### src/core/watchdog_timer_pkg.sv
package watchdog_timer_pkg;

    // =========================================================
    // register map (byte addresses, one 32-bit word each)
    localparam int          ADDR_W         = 8;
    localparam logic [7:0]  OFS_RELOAD     = 8'h00;
    localparam logic [7:0]  OFS_COUNT      = 8'h04;
    localparam logic [7:0]  OFS_CTRL       = 8'h08;
    localparam logic [7:0]  OFS_INT_CLEAR  = 8'h0C;
    localparam logic [7:0]  OFS_RAW_STAT   = 8'h10;
    localparam logic [7:0]  OFS_MASK_STAT  = 8'h14;
    localparam logic [7:0]  OFS_LOCK       = 8'h18;
    localparam logic [7:0]  OFS_DEBUG      = 8'h1C;

    // =========================================================
    // control word and debug word fields
    localparam int          CTRL_RUN_BIT   = 0;
    localparam int          CTRL_IEN_BIT   = 1;
    localparam int          CTRL_RSTEN_BIT = 2;
    localparam int          DEBUG_STALL_BIT = 0;

    // =========================================================
    // lock key and reset values
    // unlock key value is arbitrary
    localparam logic [31:0] UNLOCK_KEY     = 32'hC3A5965A;
    localparam logic [31:0] RELOAD_RESET   = 32'hFFFFFFFF;
    localparam logic [31:0] READ_UNMAPPED  = 32'h00000000;

    typedef struct packed {
        logic run;
        logic intEn;
        logic rstEn;
    } ctrl_t;

    typedef enum logic [1:0] {
        ST_IDLE,
        ST_FIRST,
        ST_SECOND
    } wd_state_t;

endpackage : watchdog_timer_pkg

### src/core/watchdog_timer.sv
// How it works
// - reload write loads counter at once when running
// - writing reload zero raises interrupt immediately
// - lock blocks reload, enable and reset writes
// - key releases lock, other lock write engages
// - reset on second timeout only if enabled
// - enable state readable in control word
// - debug stall freezes count while halted
// - without stall, counting ignores halt
// - live counter value readable any time
// - 32-bit down count, timeout, reload, continue
// - second zero with pending interrupt resets system
// - enabling counter also enables interrupt
// - raw and masked interrupt status readable
module watchdog_timer #(
    parameter int CNT_W = 32
) (
    input  wire logic                                   mclk,
    input  wire logic                                   reset_n,
    input  wire logic [watchdog_timer_pkg::ADDR_W-1:0]  regAddr,
    input  wire logic [31:0]                            regWdata,
    input  wire logic                                   regWr,
    input  wire logic                                   regRd,
    output logic      [31:0]                            regRdata,
    input  wire logic                                   cpuHalted,
    output logic                                        wdIrq,
    output logic                                        sysReset
);

    // =========================================================
    // register state
    logic [CNT_W-1:0]          reload_q;
    logic [CNT_W-1:0]          count_q;
    watchdog_timer_pkg::ctrl_t ctrl_q;
    logic                      locked_q;
    logic                      stall_q;
    logic                      rawInt_q;
    logic                      haltS1_q;
    logic                      halted_q;

    // =========================================================
    // decoded strobes and events
    logic                      wrReload;
    logic                      wrCtrl;
    logic                      wrClear;
    logic                      wrLock;
    logic                      wrDebug;
    logic                      startRun;
    logic                      zeroReload;
    logic                      ticking;
    logic                      atZero;
    logic                      expired;
    logic                      rawNext;
    logic                      intEnNext;
    logic [31:0]               rdataMux;

    // =========================================================
    // write decode
    always_comb begin
        wrReload = 1'b0;
        wrCtrl   = 1'b0;
        wrClear  = 1'b0;
        wrLock   = 1'b0;
        wrDebug  = 1'b0;
        if (regWr) begin
            case (regAddr)
                watchdog_timer_pkg::OFS_RELOAD: begin
                    wrReload = !locked_q;
                end
                watchdog_timer_pkg::OFS_CTRL: begin
                    wrCtrl = !locked_q;
                end
                watchdog_timer_pkg::OFS_INT_CLEAR: begin
                    wrClear = 1'b1;
                end
                watchdog_timer_pkg::OFS_LOCK: begin
                    wrLock = 1'b1;
                end
                watchdog_timer_pkg::OFS_DEBUG: begin
                    wrDebug = 1'b1;
                end
                default: begin
                    // unmapped writes are dropped
                    wrClear = 1'b0;
                end
            endcase
        end
    end

    // halt input comes from the debug domain
    always_ff @(posedge mclk or negedge reset_n) begin
        if (!reset_n) begin
            haltS1_q <= 1'b0;
            halted_q <= 1'b0;
        end else begin
            haltS1_q <= cpuHalted;
            halted_q <= haltS1_q;
        end
    end

    // =========================================================
    // count events
    assign ticking    = ctrl_q.run && !(stall_q && halted_q);
    assign atZero     = count_q == '0;
    assign expired    = ticking && atZero;
    assign zeroReload = wrReload && regWdata[CNT_W-1:0] == '0;
    assign startRun   = wrCtrl && !ctrl_q.run && regWdata[watchdog_timer_pkg::CTRL_RUN_BIT];

    // next raw and enable state, so the pin follows the masked status exactly
    assign rawNext   = expired || zeroReload || (rawInt_q && !wrClear);
    assign intEnNext = ctrl_q.intEn || (wrCtrl && (regWdata[watchdog_timer_pkg::CTRL_IEN_BIT]
                       || regWdata[watchdog_timer_pkg::CTRL_RUN_BIT]));

    // =========================================================
    // reload value
    always_ff @(posedge mclk or negedge reset_n) begin
        if (!reset_n) begin
            reload_q <= CNT_W'(watchdog_timer_pkg::RELOAD_RESET);
        end else if (wrReload) begin
            reload_q <= regWdata[CNT_W-1:0];
        end
    end

    // =========================================================
    // control word
    always_ff @(posedge mclk or negedge reset_n) begin
        if (!reset_n) begin
            ctrl_q <= '0;
        end else if (wrCtrl) begin
            // run and interrupt enable are sticky once set
            ctrl_q.run   <= ctrl_q.run | regWdata[watchdog_timer_pkg::CTRL_RUN_BIT];
            ctrl_q.intEn <= intEnNext;
            ctrl_q.rstEn <= regWdata[watchdog_timer_pkg::CTRL_RSTEN_BIT];
        end
    end

    // =========================================================
    // debug stall
    always_ff @(posedge mclk or negedge reset_n) begin
        if (!reset_n) begin
            stall_q <= 1'b0;
        end else if (wrDebug) begin
            stall_q <= regWdata[watchdog_timer_pkg::DEBUG_STALL_BIT];
        end
    end

    // =========================================================
    // lock
    always_ff @(posedge mclk or negedge reset_n) begin
        if (!reset_n) begin
            locked_q <= 1'b0;
        end else if (wrLock) begin
            locked_q <= regWdata != watchdog_timer_pkg::UNLOCK_KEY;
        end
    end

    // =========================================================
    // counter
    always_ff @(posedge mclk or negedge reset_n) begin
        if (!reset_n) begin
            count_q <= CNT_W'(watchdog_timer_pkg::RELOAD_RESET);
        end else if (wrReload && ctrl_q.run) begin
            count_q <= regWdata[CNT_W-1:0];
        end else if (startRun) begin
            count_q <= reload_q;
        end else if (ticking) begin
            if (atZero || (wrClear && rawInt_q)) begin
                count_q <= reload_q;
            end else begin
                count_q <= count_q - CNT_W'(1);
            end
        end
    end

    // =========================================================
    // timeout interrupt and reset
    always_ff @(posedge mclk or negedge reset_n) begin
        if (!reset_n) begin
            rawInt_q <= 1'b0;
        end else begin
            rawInt_q <= rawNext;
        end
    end

    always_ff @(posedge mclk or negedge reset_n) begin
        if (!reset_n) begin
            wdIrq <= 1'b0;
        end else begin
            wdIrq <= rawNext && intEnNext;
        end
    end

    always_ff @(posedge mclk or negedge reset_n) begin
        if (!reset_n) begin
            sysReset <= 1'b0;
        end else if (expired && rawInt_q && ctrl_q.rstEn) begin
            sysReset <= 1'b1;
        end
    end

    // =========================================================
    // read port
    always_comb begin
        rdataMux = watchdog_timer_pkg::READ_UNMAPPED;
        case (regAddr)
            watchdog_timer_pkg::OFS_RELOAD:    rdataMux = 32'(reload_q);
            watchdog_timer_pkg::OFS_COUNT:     rdataMux = 32'(count_q);
            watchdog_timer_pkg::OFS_CTRL:      rdataMux = {29'h0, ctrl_q.rstEn,
                                                           ctrl_q.intEn, ctrl_q.run};
            watchdog_timer_pkg::OFS_RAW_STAT:  rdataMux = {31'h0, rawInt_q};
            watchdog_timer_pkg::OFS_MASK_STAT: rdataMux = {31'h0, rawInt_q & ctrl_q.intEn};
            watchdog_timer_pkg::OFS_LOCK:      rdataMux = {31'h0, locked_q};
            watchdog_timer_pkg::OFS_DEBUG:     rdataMux = {31'h0, stall_q};
            default:                           rdataMux = watchdog_timer_pkg::READ_UNMAPPED;
        endcase
    end

    always_ff @(posedge mclk or negedge reset_n) begin
        if (!reset_n) begin
            regRdata <= '0;
        end else if (regRd) begin
            regRdata <= rdataMux;
        end else begin
            regRdata <= '0;
        end
    end

endmodule : watchdog_timer

### config.mk
export PLATFORM = sky130hd
export DESIGN_NAME = watchdog_timer
export DESIGN_NICKNAME = d
export VERILOG_FILES = /design/src/core/watchdog_timer_pkg.sv /design/src/core/watchdog_timer.sv
export SDC_FILE = /design/constraint.sdc
export NUM_CORES = 1
export LEC_CHECK = 0
export ABC_AREA = 1
export BUFFER_PORTS_ARGS = -buffer_cell sky130_fd_sc_hd__buf_2
export CORE_UTILIZATION = 63
export DETAILED_ROUTE_END_ITERATION = 12
export PLACE_DENSITY_LB_ADDON = 0.25
export SLEW_MARGIN = 25
export SYNTH_ARGS = -nofsm -noshare
export SYNTH_HDL_FRONTEND = slang
export SYNTH_SLANG_ARGS = --single-unit
### constraint.sdc
create_clock -name mclk -period 5.54 [get_ports mclk]
set_input_delay 0 -clock mclk [delete_from_list [all_inputs] [get_ports mclk]]
set_output_delay 0 -clock mclk [all_outputs]
set_load 0.03 [all_outputs]
==> flow_metrics.tcl <==
set metrics [dict create \
    outcome "finished, final reports clean" \
    avgSynthCellArea_um2 6.94 \
    endpoint_kind "flip-flop" \
    r2r_start "locked_q" \
    grt.total_usage_pct 34.2 \
    maxCapViolCount 0 \
    grt_max_degree 65 \
    die_w_um 102 \
    worst_r2r_path_depth 6 \
    post-route-drc-count 0 \
    ant_nets 0 \
    core-area_um2 9730 \
    synthesis.nets 951 \
    fin_nets 1050 \
    dieArea_um2 10400 \
    cts_buffer_depth 2 \
    synth.area.mux_share_pct 0 \
    synth-edff-count 0 \
    io_pins 79 \
    ir_drop_mv 0.260 \
    clock_skew_ns 0.0102 \
    clock_sinks 106 \
    rows 36 \
    worstSkewPairLatency_ns 0.39 \
    port_buffers 78 \
    via_count 6075 \
    timing.rr.end "count_q[21]" \
    wl_per_cell_um 14.3 \
    viasPerCell 5.32 \
    n_antenna_cell 0 \
    synth_area_leader_cell "dfstp_2" \
    async_flop_share_pct 100 \
    synth_top_area_share_pct 26.8 \
    postCtsSetupBuffers 0 \
    tritoncts "done" \
    synthAdderAreaFrac_pct 0.199 \
    fill_cells 828 \
    rrSetupSlack_ns 2.90 \
    slew_viol_final 0 \
    p_sw_mw 1.01 \
    setup-violations-final 0 \
    ys_warn_count 0 \
    period_needed_ns 2.83 \
    finish.utilization_pct 75.0 \
    p_sw_share_pct 39.2 \
    seq_power_share_pct 42.5 \
    fin_crit_sh_pct 51.1 \
    dp_hpwl_mm 10.8 \
    yosysUniqueCellTypes 29 \
    antenna_found_initial 1 \
    seq_area_frac_synth_pct 43.5 \
    power.internal_mw 1.56 \
    setup.worst_path.end "count_q[21]" \
    rsz0062_at_grt "no" \
    syn_inst 905 \
    cts_buffers 9 \
    htreeDepth 3 \
    finalSetupTns_ns 0 \
    syn_to_final_growth_pct 16.3 \
    cp.arrival_ns 3.15 \
    startpoint "regAddr[7]" \
    critPathLaunchType "primary input" \
    gp_congestion 0.942 \
    clk_pin_slew_ns 0.09 \
    worstSetupPathType "primary input to flip-flop" \
    tightest_slew_ns 0.978 \
    max_slew_margin_pct 34.6 \
    hold_viol 0 \
    cp_max_fo 40 \
    pre_cts_ws_ns 2.39 \
    powerDensity_nw_per_um2 352 \
    initial_core_util_pct 64.5 \
    ys.flop_type "dfstp_2" \
    dr.pass1.iters 5 \
    p_leak_nw 3.52 \
    netlist_area_um2 6280 \
    fin_total_pwr_mw 2.57 \
    fin_ws_ns 2.71 \
    synth-seq-cells 106 \
    max_clock_freq_mhz 353 \
    power_frac_comb_pct 36.6 \
    synth_xor_area_share_pct 2.37 \
    synth_area_leaders "dfstp_2, dfrtp_1, nand2_1, nor2_1, inv_1" \
    grt_pass1_vias 5741 \
    required_ns 5.86 \
    die_h_um 102 \
    hold_class "primary input to flip-flop" \
    overflow 0 \
    yosys.area_share.simple_pct 36.0 \
    holdWs_ns 0.0702 \
    cts_root_buffer "clkbuf_8" \
    drt_wl_total_mm 16.3 \
    p_clk_share_pct 20.9 \
    grt_pass1_wl_mm 27.2 \
    drive_gt1_share_pct 18.4 \
    synth_compound_area_share_pct 7.73 \
    synth_top_family_by_area "simple AND/OR/NAND/NOR gates" \
    drt_first_iter_violations 408 \
]
sequential cells by signal, indices dropped and copies added, names as in the netlist, 3 cells and up:
name,cells
count_q,32
ctrl_q,3
reload_q,32
regRdata,32
power by group through the flow:
stage / Combinational [mW] / Sequential, mW / Clock (mW)
2_1_floorplan: 0.715 / 1.06 / 0
5_1_grt: 1.08 / 1.11 / 0.574
6_report: 0.940 / 1.09 / 0.537
3_3_place_gp: 0.890 / 1.10 / 0
3_5_place_dp: 0.899 / 1.10 / 0
4_1_cts: 0.927 / 1.09 / 0.548
final cells by class:
class                      instances  area [µm²]  area share [%]
inverter                         130         488            6.68
sequential                       106        2730            37.4
tap                              133         166            2.28
clock buffer                      12         155            2.13
clock inverter                     4        73.8            1.01
multi-input combinational        640        2910            39.9
timing repair buffer             117         773            10.6
synth_stat cells (3+ instances only):
master    number
nand2_1      271
nor2_1       156
inv_1        127
dfstp_2       64
nand3_1       54
o21ai_0       47
dfrtp_1       42
a21oi_1       30
nand4_1       19
clkbuf_1      17
xor2_1        16
nor3_1         9
buf_2          7
a41oi_1        6
nor2_2         6
nor4_1         6
nand3_2        5
nor2_4         4
buf_6          3
inv_2          3
cell families (layout without fill, tap and decap cells):
kind of cell | after synthesis | after routing
AND/OR/NAND/NOR | 534 | 534
buffers and inverters | 159 | 263
flip-flops | 106 | 106
AO/OA/AOI/OAI | 88 | 88
XOR/XNOR | 17 | 17
adder cells (fa/ha/maj) | 1 | 1
worst max-delay path, stage by stage:
cell and delay, ns:
buf_2 0.10, nor2_2 0.12, nand3_2 0.16, nor2_4 0.73, nand3_2 0.91, nand3_2 0.80
nor2_1 0.09, nor2_1 0.13, nand2_1 0.06
how the worst min path moves through the flow:
stage / cells past startpoint / end / start
after floorplan: 0 / ctrl_q[0] / reset_n
final: 6 / rawInt_q / regAddr[3]
after detailed placement: 1 / regRdata[1] / reset_n
after CTS: 6 / rawInt_q / regAddr[3]
after global routing: 6 / rawInt_q / regAddr[3]
after global placement: 1 / regRdata[1] / reset_n
what timing repair did:
action                                  4_1_cts  5_1_grt
gates resized for setup                       0        0
hold buffers                                 35        0
endpoints found under the setup margin        0        0
hold endpoints to repair                    109        0
placed cells by master (no fill, tap or decap), types with 2 or more instances in the layout:
master         Yosys  routed
o21ai_0           47      47
buf_4              2       5
dlygate4sd3_1      0      35
a21oi_1           30      30
inv_2              3       3
buf_2              7      77
a41oi_1            6       6
bufinv_16          0       2
nor2_4             4       4
nor2_2             6       7
inv_1            127     127
nand4_4            2       2
dfrtp_1           42      42
nor4_1             6       6
clkbuf_8           0      11
nand3_1           54      54
nand4_1           19      19
nand2_1          271     271
dfstp_2           64      64
nand3_2            5       5
nor3_1             9       9
a31oi_1            2       2
xor2_1            16      16
nand2_2            2       2
nor2_1           156     155
metal layers:
layer | vias to the layer above | part of all wire, % | GRT usage [%]
met5 | - | 0 | 0
met4 | 0 | 2.1 | 13.8
met3 | 26 | 6.1 | 6.91
met2 | 215 | 47 | 55.9
met1 | 2829 | 44 | 44.8
li1 | 3005 | - | -
metrics by stage:
step | cells | cell area (µm²)
6_report | 1142 | 7300
4_1_cts | 1142 | 7300
2_1_floorplan | 905 | 6280
3_5_place_dp | 1091 | 6720
5_1_grt | 1142 | 7300
3_3_place_gp | 1091 | 6720
(Power assumes the default switching activity.)
